<file path="src/crm_cfg.svh">
// Purpose: constants for the core register model
// Assumes: 14-bit address space, 8-bit data
// Notes:   included by the modules other than the memory model, not by the package
`ifndef CRM_CFG_SVH
`define CRM_CFG_SVH
`define CRM_START_ADDR   14'h3ffd
`define CRM_ACC_RST      8'h00
`define CRM_HALF_RANGE   8'h80
`define CRM_ADDR_IDATA   14'h000e
`define CRM_ADDR_INDEX   14'h000f
`define CRM_ADDR_PAGE    14'h001f
`define CRM_WIN_LO       14'h00c0
`define CRM_WIN_HI       14'h00ff
`define CRM_IDX_RST      8'h00
`define CRM_PAGE_RST     8'h00
`define CRM_FLAGS_RST    2'h0
`define CRM_FLAG_Z       1
`define CRM_FLAG_C       0
`endif

</file>
<file path="src/crm_pkg.sv">
// Purpose: types for the core register model
// Assumes: crm_cfg.svh constants
// Notes:   op codes are internal micro-operation selects
package crm_pkg;
   typedef enum logic [4:0] {
      CRM_OP_NONE       = 5'h00,
      CRM_OP_LOAD       = 5'h01,
      CRM_OP_STORE      = 5'h02,
      CRM_OP_MOVE       = 5'h03,
      CRM_OP_ADD        = 5'h04,
      CRM_OP_SUB        = 5'h05,
      CRM_OP_CMP        = 5'h06,
      CRM_OP_AND        = 5'h07,
      CRM_OP_OR         = 5'h08,
      CRM_OP_XOR        = 5'h09,
      CRM_OP_INC        = 5'h0a,
      CRM_OP_DEC        = 5'h0b,
      CRM_OP_LSL        = 5'h0c,
      CRM_OP_LSR        = 5'h0d,
      CRM_OP_ROL        = 5'h0e,
      CRM_OP_ROR        = 5'h0f,
      CRM_OP_SEC        = 5'h10,
      CRM_OP_CLC        = 5'h11,
      CRM_OP_BITTEST    = 5'h12,
      CRM_OP_SWAP_HI    = 5'h13,
      CRM_OP_SWAP_LO    = 5'h14
   } crm_op_e;
   typedef enum logic [2:0] {
      CRM_BR_NONE  = 3'h0,
      CRM_BR_ZERO  = 3'h1,
      CRM_BR_NZERO = 3'h2,
      CRM_BR_CCLR  = 3'h3,
      CRM_BR_CSET  = 3'h4,
      CRM_BR_ALWAYS = 3'h5
   } crm_br_e;
   typedef enum logic [1:0] {
      CRM_ST_RESET = 2'b00,
      CRM_ST_RUN   = 2'b01
   } crm_state_e;
   typedef struct packed {
      crm_op_e     op;
      logic        mem_dst;
      logic [7:0]  operand;
   } crm_alu_req_s;
   typedef struct packed {
      logic [7:0]  result;
      logic        zero;
      logic        carry;
      logic        upd_z;
      logic        upd_c;
      logic        wr_acc;
   } crm_alu_res_s;
   typedef struct packed {
      logic        valid;
      logic        write;
      logic [13:0] addr;
      logic [7:0]  wdata;
   } crm_mem_s;
endpackage
</file>
<file path="src/crm_alu.sv">
// Purpose: combinational result and flag generator
// Assumes: operand and accumulator valid in same cycle
// Notes:   flags only updated where the op defines them
`timescale 1ns/1ps
`include "crm_cfg.svh"
module crm_alu
   import crm_pkg::*;
(
   input  wire crm_alu_req_s req,
   input  wire logic [7:0]   acc,
   input  wire logic         carry_in,
   output crm_alu_res_s      res
);
   logic [8:0] wide;
   always_comb begin
      wide = 9'h000;
      res  = '0;
      case (req.op)
         CRM_OP_LOAD, CRM_OP_MOVE: begin
            res.result = req.operand;
            res.upd_z  = 1'b1;
            res.wr_acc = (req.op == CRM_OP_LOAD) && !req.mem_dst;
         end
         CRM_OP_STORE: begin
            res.result = acc;
            res.upd_z  = 1'b1;
         end
         CRM_OP_ADD: begin
            wide       = {1'b0, acc} + {1'b0, req.operand};
            res.result = wide[7:0];
            // same as both-msb or one-msb-and-result-below-half
            res.carry  = (acc[7] & req.operand[7]) |
                         ((acc[7] | req.operand[7]) & ~wide[7]);
            res.upd_z  = 1'b1;
            res.upd_c  = 1'b1;
            res.wr_acc = 1'b1;
         end
         CRM_OP_SUB, CRM_OP_CMP: begin
            wide       = {1'b0, acc} - {1'b0, req.operand};
            res.result = wide[7:0];
            res.carry  = req.operand > acc;
            res.upd_z  = 1'b1;
            res.upd_c  = 1'b1;
            res.wr_acc = (req.op == CRM_OP_SUB);
         end
         CRM_OP_AND, CRM_OP_OR, CRM_OP_XOR: begin
            res.result = (req.op == CRM_OP_AND) ? (acc & req.operand) :
                         (req.op == CRM_OP_OR)  ? (acc | req.operand) :
                                                  (acc ^ req.operand);
            res.upd_z  = 1'b1;
            res.wr_acc = 1'b1;
         end
         CRM_OP_INC, CRM_OP_DEC: begin
            res.result = (req.op == CRM_OP_INC) ? req.operand + 8'h01
                                                : req.operand - 8'h01;
            res.upd_z  = 1'b1;
            res.wr_acc = !req.mem_dst;
         end
         CRM_OP_LSL, CRM_OP_ROL: begin
            // 9-bit shift through carry
            res.result = {req.operand[6:0], (req.op == CRM_OP_ROL) & carry_in};
            res.carry  = req.operand[7];
            res.upd_z  = 1'b1;
            res.upd_c  = 1'b1;
            res.wr_acc = !req.mem_dst;
         end
         CRM_OP_LSR, CRM_OP_ROR: begin
            res.result = {(req.op == CRM_OP_ROR) & carry_in, req.operand[7:1]};
            res.carry  = req.operand[0];
            res.upd_z  = 1'b1;
            res.upd_c  = 1'b1;
            res.wr_acc = !req.mem_dst;
         end
         CRM_OP_SEC, CRM_OP_CLC: begin
            res.carry  = (req.op == CRM_OP_SEC);
            res.upd_c  = 1'b1;
         end
         CRM_OP_BITTEST: begin
            res.carry  = req.operand[0];
            res.upd_c  = 1'b1;
         end
         default: begin
            res = '0;
         end
      endcase
      res.zero = (res.result == `CRM_ACC_RST);
   end
endmodule

</file>
<file path="src/crm_core_regs.sv">
// Purpose: programmer-visible registers of a small 8-bit core
// Assumes: sequencer presents one micro-op per enabled cycle
// Notes:   addressing-mode decode lives in the sequencer
`timescale 1ns/1ps
`include "crm_cfg.svh"
module crm_core_regs
   import crm_pkg::*;
(
   input  wire logic         CLOCK,
   input  wire logic         RESET,
   input  wire logic         CLK_EN,
   input  wire logic         FETCH,
   input  wire logic         PC_LOAD,
   input  wire logic [13:0]  PC_TARGET,
   input  wire logic         CALL,
   input  wire logic         RETURN,
   input  wire crm_br_e      BR_COND,
   input  wire logic [13:0]  BR_TARGET,
   input  wire crm_alu_req_s ALU_REQ,
   input  wire logic [13:0]  MEM_ADDR,
   input  wire logic         MEM_RD,
   input  wire logic         MEM_WR,
   input  wire logic [7:0]   MEM_WDATA,
   input  wire logic         DBG_FLAG_WR,
   input  wire logic [1:0]   DBG_FLAG_DATA,
   output logic [7:0]        ACC,
   output logic [13:0]       PC,
   output logic [13:0]       RETURN_HOLDER,
   output logic [1:0]        DBG_FLAGS,
   output logic              BR_TAKEN,
   output crm_mem_s          BUS_OUT,
   output logic [7:0]        REG_RDATA,
   output logic              REG_HIT,
   output logic [7:0]        PAGE_SEL,
   output logic [7:0]        INDEX
);
   crm_state_e   state_r;
   logic [7:0]   acc_r;
   logic [13:0]  pc_r;
   logic [13:0]  ret_r;
   logic [1:0]   condition_flags_r;
   logic [7:0]   index_pointer_r;
   logic [7:0]   page_window_select_r;
   crm_alu_res_s alu_res;
   logic         take_nxt;
   crm_mem_s     bus_nxt;
   logic [7:0]   rdata_nxt;
   logic         hit_nxt;
   logic [13:0]  pc_seq;

   function automatic logic is_addr(input logic [13:0] a, input logic [13:0] ref_a);
      is_addr = (a == ref_a);
   endfunction

   function automatic logic in_window(input logic [13:0] a);
      in_window = (a >= `CRM_WIN_LO) && (a <= `CRM_WIN_HI);
   endfunction

   // a conditional branch only counts when a condition is given and it holds
   function automatic logic br_fires(input crm_br_e c, input logic t);
      br_fires = (c != CRM_BR_NONE) && t;
   endfunction

   // swap decode is shared by the accumulator and the return holder
   function automatic logic is_op(input crm_op_e o, input crm_op_e want);
      is_op = (o == want);
   endfunction

   crm_alu u_alu (
      .req      (ALU_REQ),
      .acc      (acc_r),
      .carry_in (condition_flags_r[`CRM_FLAG_C]),
      .res      (alu_res)
   );

   // branch decision looks at one flag at most; flags never reach the data bus
   always_comb begin
      case (BR_COND)
         CRM_BR_ZERO:   take_nxt = condition_flags_r[`CRM_FLAG_Z];
         CRM_BR_NZERO:  take_nxt = !condition_flags_r[`CRM_FLAG_Z];
         CRM_BR_CCLR:   take_nxt = !condition_flags_r[`CRM_FLAG_C];
         CRM_BR_CSET:   take_nxt = condition_flags_r[`CRM_FLAG_C];
         CRM_BR_ALWAYS: take_nxt = 1'b1;
         default:       take_nxt = 1'b0;
      endcase
   end

   assign pc_seq = pc_r + 14'h0001;

   always_ff @(posedge CLOCK) begin
      if (RESET) begin
         state_r <= CRM_ST_RESET;
      end else if (CLK_EN) begin
         state_r <= CRM_ST_RUN;
      end
   end

   // accumulator
   always_ff @(posedge CLOCK) begin
      if (RESET) begin
         acc_r <= `CRM_ACC_RST;
      end else if (CLK_EN) begin
         // both halves of a swap move on one edge, so no temporary is needed
         if (is_op(ALU_REQ.op, CRM_OP_SWAP_HI)) begin
            acc_r <= {2'b00, ret_r[13:8]};
         end else if (is_op(ALU_REQ.op, CRM_OP_SWAP_LO)) begin
            acc_r <= ret_r[7:0];
         end else if (alu_res.wr_acc) begin
            acc_r <= alu_res.result;
         end
      end
   end

   // program counter; change-of-flow wins over sequential advance
   always_ff @(posedge CLOCK) begin
      if (RESET) begin
         pc_r <= `CRM_START_ADDR;
      end else if (CLK_EN) begin
         if (RETURN) begin
            pc_r <= ret_r;
         end else if (PC_LOAD) begin
            pc_r <= PC_TARGET;
         end else if (br_fires(BR_COND, take_nxt)) begin
            pc_r <= BR_TARGET;
         end else if (FETCH) begin
            pc_r <= pc_seq;
         end
      end
   end

   // return holder; sequencer presents PC already past the call
   always_ff @(posedge CLOCK) begin
      if (RESET) begin
         ret_r <= `CRM_START_ADDR;
      end else if (CLK_EN) begin
         if (CALL) begin
            ret_r <= pc_r;
         end else if (is_op(ALU_REQ.op, CRM_OP_SWAP_HI)) begin
            ret_r[13:8] <= acc_r[5:0];
         end else if (is_op(ALU_REQ.op, CRM_OP_SWAP_LO)) begin
            ret_r[7:0] <= acc_r;
         end
      end
   end

   // flags: only the debug port writes them directly
   always_ff @(posedge CLOCK) begin
      if (RESET) begin
         condition_flags_r <= `CRM_FLAGS_RST;
      end else if (CLK_EN) begin
         if (DBG_FLAG_WR) begin
            condition_flags_r <= DBG_FLAG_DATA;
         end else begin
            if (alu_res.upd_z) begin
               condition_flags_r[`CRM_FLAG_Z] <= alu_res.zero;
            end
            if (alu_res.upd_c) begin
               condition_flags_r[`CRM_FLAG_C] <= alu_res.carry;
            end
         end
      end
   end

   // memory-mapped index and page registers
   always_ff @(posedge CLOCK) begin
      if (RESET) begin
         index_pointer_r      <= `CRM_IDX_RST;
         page_window_select_r <= `CRM_PAGE_RST;
      end else if (CLK_EN && MEM_WR) begin
         if (is_addr(MEM_ADDR, `CRM_ADDR_INDEX)) begin
            index_pointer_r <= MEM_WDATA;
         end
         if (is_addr(MEM_ADDR, `CRM_ADDR_PAGE)) begin
            page_window_select_r <= MEM_WDATA;
         end
      end
   end

   // address translation onto the memory bus
   always_comb begin
      bus_nxt   = '0;
      rdata_nxt = 8'h00;
      hit_nxt   = 1'b0;
      if (MEM_RD || MEM_WR) begin
         bus_nxt.valid = 1'b1;
         bus_nxt.write = MEM_WR;
         bus_nxt.wdata = MEM_WDATA;
         bus_nxt.addr  = MEM_ADDR;
         if (is_addr(MEM_ADDR, `CRM_ADDR_IDATA)) begin
            bus_nxt.addr = {6'h00, index_pointer_r};
         end else if (is_addr(MEM_ADDR, `CRM_ADDR_INDEX)) begin
            bus_nxt.valid = 1'b0;
            hit_nxt       = MEM_RD;
            rdata_nxt     = index_pointer_r;
         end else if (is_addr(MEM_ADDR, `CRM_ADDR_PAGE)) begin
            bus_nxt.valid = 1'b0;
            hit_nxt       = MEM_RD;
            rdata_nxt     = page_window_select_r;
         end else if (in_window(MEM_ADDR)) begin
            // 64-byte window; 8 page bits and 6 offset bits span the whole 14-bit space
            bus_nxt.addr = {page_window_select_r, MEM_ADDR[5:0]};
         end
      end
   end

   // registered outputs
   always_ff @(posedge CLOCK) begin
      if (RESET) begin
         BUS_OUT   <= '0;
         REG_RDATA <= 8'h00;
         REG_HIT   <= 1'b0;
         BR_TAKEN  <= 1'b0;
      end else if (CLK_EN) begin
         BUS_OUT   <= bus_nxt;
         REG_RDATA <= rdata_nxt;
         REG_HIT   <= hit_nxt;
         BR_TAKEN  <= br_fires(BR_COND, take_nxt);
      end
   end

   always_ff @(posedge CLOCK) begin
      if (RESET) begin
         ACC           <= `CRM_ACC_RST;
         PC            <= `CRM_START_ADDR;
         RETURN_HOLDER <= `CRM_START_ADDR;
         DBG_FLAGS     <= `CRM_FLAGS_RST;
         PAGE_SEL      <= `CRM_PAGE_RST;
         INDEX         <= `CRM_IDX_RST;
      end else if (CLK_EN) begin
         ACC           <= acc_r;
         PC            <= pc_r;
         RETURN_HOLDER <= ret_r;
         DBG_FLAGS     <= condition_flags_r;
         PAGE_SEL      <= page_window_select_r;
         INDEX         <= index_pointer_r;
      end
   end
endmodule

</file>
<file path="config.mk">
export PLATFORM = sky130hd
export DESIGN_NAME = crm_core_regs
export DESIGN_NICKNAME = d
export VERILOG_FILES = /design/src/crm_pkg.sv /design/src/crm_alu.sv /design/src/crm_core_regs.sv
export VERILOG_INCLUDE_DIRS = /design/src
export SDC_FILE = /design/constraint.sdc
export NUM_CORES = 1
export LEC_CHECK = 0
export BUFFER_PORTS_ARGS = -buffer_cell sky130_fd_sc_hd__buf_2
export CORE_ASPECT_RATIO = 1.75
export CORE_UTILIZATION = 55
export DETAILED_ROUTE_END_ITERATION = 12
export GPL_TIMING_DRIVEN = 0
export PLACE_DENSITY = 0.8
export SETUP_SLACK_MARGIN = 0.2
export SLEW_MARGIN = 25
export SYNTH_ARGS = -nofsm -noshare
export SYNTH_HDL_FRONTEND = slang
export SYNTH_SLANG_ARGS = --single-unit
</file>
<file path="constraint.sdc">
create_clock -name CLOCK -period 7.7 [get_ports CLOCK]
set_input_delay 0.385 -clock CLOCK [delete_from_list [all_inputs] [get_ports CLOCK]]
set_output_delay 0.385 -clock CLOCK [all_outputs]
set_load 0.02 [all_outputs]
</file>
==> results.py <==
metrics = {
    "setup_path": {
        "start_kind": "flop",
        "crit_type": "reg2reg",
        "path_max_fanout": 9,
        "arrival_ps": 4270,
        "cp-end-kind": "flop",
        "cp_data_required_time_ps": 7980,
    },
    "yosys": {
        "synth.net_count": 1073,
        "synth_edf_count": 0,
        "syn-cell-area_mm2": 0.00797,
        "ys_ff_latch": 142,
        "syn_inst": 959,
        "synth.avg_cell_area_um2": 8.31,
        "ys_types": 73,
        "yosysSeqAreaShare": 0.357,
        "async_flop_share": 0,
        "yosysWarningCount": 0,
        "ys.flop_type": "dfxtp_1",
    },
    "worst_hold_path": {
        "hold_path.class": "in2reg",
    },
    "cts": {
        "cts_max_level": 4,
        "post_cts_buffers": 0,
        "cts_resized": 0,
        "clk_latency_ps": 420,
        "cts_buffers": 17,
        "root_buffer": "clkbuf_16",
        "cts_tree": "done",
        "cts.clk_slew.worst_paths_ps": 60,
        "clockBufferDepth": 2,
        "clock-sinks": 142,
        "holdBufCountCts": 0,
    },
    "timing": {
        "grt_setup_unrepaired": "no",
        "finClkSkew_ps": 8.47,
        "period_needed_ps": 3990,
        "worst_slack_ps": 3710,
        "finalHoldViolations": 0,
        "fin_setup_tns_ps": 0,
        "fmax_mhz": 251,
        "slew_headroom": 0.382,
        "setup_viol": 0,
        "fin_crit_sh": 0.518,
        "slew_violations": 0,
        "worst_pin_slew_ps": 912,
    },
    "cells_and_area": {
        "drive_above_1_share": 0.199,
        "layout_common_cells": "buf_2 (171), nor2_1 (152), dfxtp_1 (142)",
        "nFillCells": 1185,
        "layout_commonest_cell": "buf_2",
        "syn2layout_area_growth_pct": 20.7,
        "diodes": 0,
        "nNetsFinal": 1255,
    },
    "route": {
        "routed_wl_um": 28700,
        "viasPerCell": 6.25,
        "num_vias": 8317,
        "ant_nets": 0,
        "drc_errors": 0,
        "wire_per_inst_um": 21.5,
        "drtPass1Iterations": 7,
        "drt_iter0_markers": 588,
    },
    "place": {
        "port_buffers": 163,
        "gp_congestion": 0.978,
        "hpwl_um": 22000,
        "place_ws_ps": 3700,
    },
    "global_route": {
        "grt_pass1_wl_um": 43600,
        "grt_max_degree": 17,
        "antenna_found_initial": 0,
        "gr-total-overflow": 0,
        "first_global_vias": 8263,
        "grt_usage": 0.382,
    },
    "pwr": {
        "p_per_area_mw_per_mm2": 209,
        "p_leak_nw": 4.16,
        "ir_drop_mv": 0.246,
        "p_total_w": 0.00201,
    },
    "floorplan": {
        "dieArea_mm2": 0.0150,
        "num_rows": 57,
        "io_pins": 167,
        "start_util": 0.567,
        "core_mm2": 0.0140,
        "die_w_um": 93.0,
        "fp.dieH_um": 161,
    },
    "outcome": {
        "status": "completed",
    },
    "run": {
        "maxCapViolCount": 0,
    },
}
[worst max-delay path, stage by stage (launching register included)]
cell      delay (ps)
dfxtp_1          640
inv_1            160
ha_1             310
clkbuf_1         290
nand2_1           80
o21ai_0          340
a21oi_1          130
nor2_1           220
nor2_1            90
fa_1             490
nor2_1            50
a211oi_1         240
o221ai_1         160
a221oi_1         480
a311oi_1         160
[metrics by stage]
| stage | instances | utilization | cell area (um2) | hold WS [ps] |
|---|---|---|---|---|
| 6_report | 1331 | 0.685 | 9630 | 243 |
| 3_3_place_gp | 1299 | 0.641 | 9010 | 443 |
| 2_1_floorplan | 959 | - | 7970 | 468 |
| 3_5_place_dp | 1299 | 0.642 | 9010 | 450 |
| 4_1_cts | 1331 | 0.685 | 9620 | 239 |
| 5_1_grt | 1331 | 0.685 | 9630 | 250 |
[metal layers]
layer,track usage,share of wire,up-vias
li1,-,-,3834
met1,0.366,0.33,3884
met2,0.675,0.50,452
met3,0.0899,0.077,147
met4,0.318,0.092,0
met5,0,0,-
[cell usage after synthesis, types with 7 or more instances]
master / count / area (um2)
a211o_1: 41 / 359
nor2_1: 152 / 571
buf_1: 7 / 26.3
ha_1: 31 / 388
and2_1: 26 / 163
a221oi_1: 8 / 70.1
xor2_1: 7 / 61.3
o21ai_0: 49 / 245
mux2_2: 8 / 90.1
nor2b_1: 7 / 43.8
mux2i_1: 50 / 500
nand3_1: 21 / 105
a21o_1: 8 / 60.1
a211oi_1: 25 / 188
clkbuf_1: 46 / 173
dfxtp_1: 142 / 2840
nand2_1: 48 / 180
a21oi_1: 73 / 365
xnor2_1: 16 / 140
a22oi_1: 22 / 165
inv_1: 32 / 120
a2bb2oi_1: 7 / 61.3
buf_2: 8 / 40.0
nor3_1: 13 / 65.1
[registers in the layout, summed over array words and instances, names as in the netlist]
signal and flops:
acc_r 8, PAGE_SEL 8, RETURN_HOLDER 14, PC 14, REG_RDATA 8, BR_TAKEN 1
condition_flags_r 2, ACC 8, BUS_OUT 24, pc_r 14, DBG_FLAGS 2, REG_HIT 1
page_window_select_r 8, ret_r 14, INDEX 8, index_pointer_r 8
[worst paths after layout]
check / start / to / slack, ps / cells after the start
max reg2reg: acc_r[4] / acc_r[7] / 3710 / 14
max: acc_r[4] / acc_r[7] / 3710 / 14
min: MEM_WDATA[4] / page_window_select_r[4] / 240 / 3
min reg2reg: REG_HIT / REG_HIT / 460 / 2
[report_power, final]
part | total (W) | switching (W) | internal, W | leakage, nW
sequential | 0.000809 | 0.0000412 | 0.000768 | 1.16
clock | 0.000844 | 0.000323 | 0.000521 | 0.295
combinational | 0.000354 | 0.000220 | 0.000134 | 2.71
[cells by family (layout without fill, tap and decap cells)]
logic type,count (synthesis),after routing,synth area share
compound gates,286,286,0.244
xor+xnor,23,23,0.0253
fa+ha+maj,35,35,0.0587
buf+inv,95,290,0.0469
flops,142,142,0.357
mux,58,58,0.0741
simple gates,320,320,0.194
[final cells by class]
type | count | area, um2 | area share
plain buffers | 62 | 250 | 0.0260
clock buffers | 20 | 447 | 0.0464
clock inverters | 12 | 160 | 0.0166
inverters | 33 | 124 | 0.0129
multi-input cells | 722 | 4770 | 0.495
flip-flops and latches | 142 | 2840 | 0.295
well taps | 177 | 221 | 0.0230
repair buffers | 163 | 816 | 0.0847
Power figures use the tool's default switching activity.
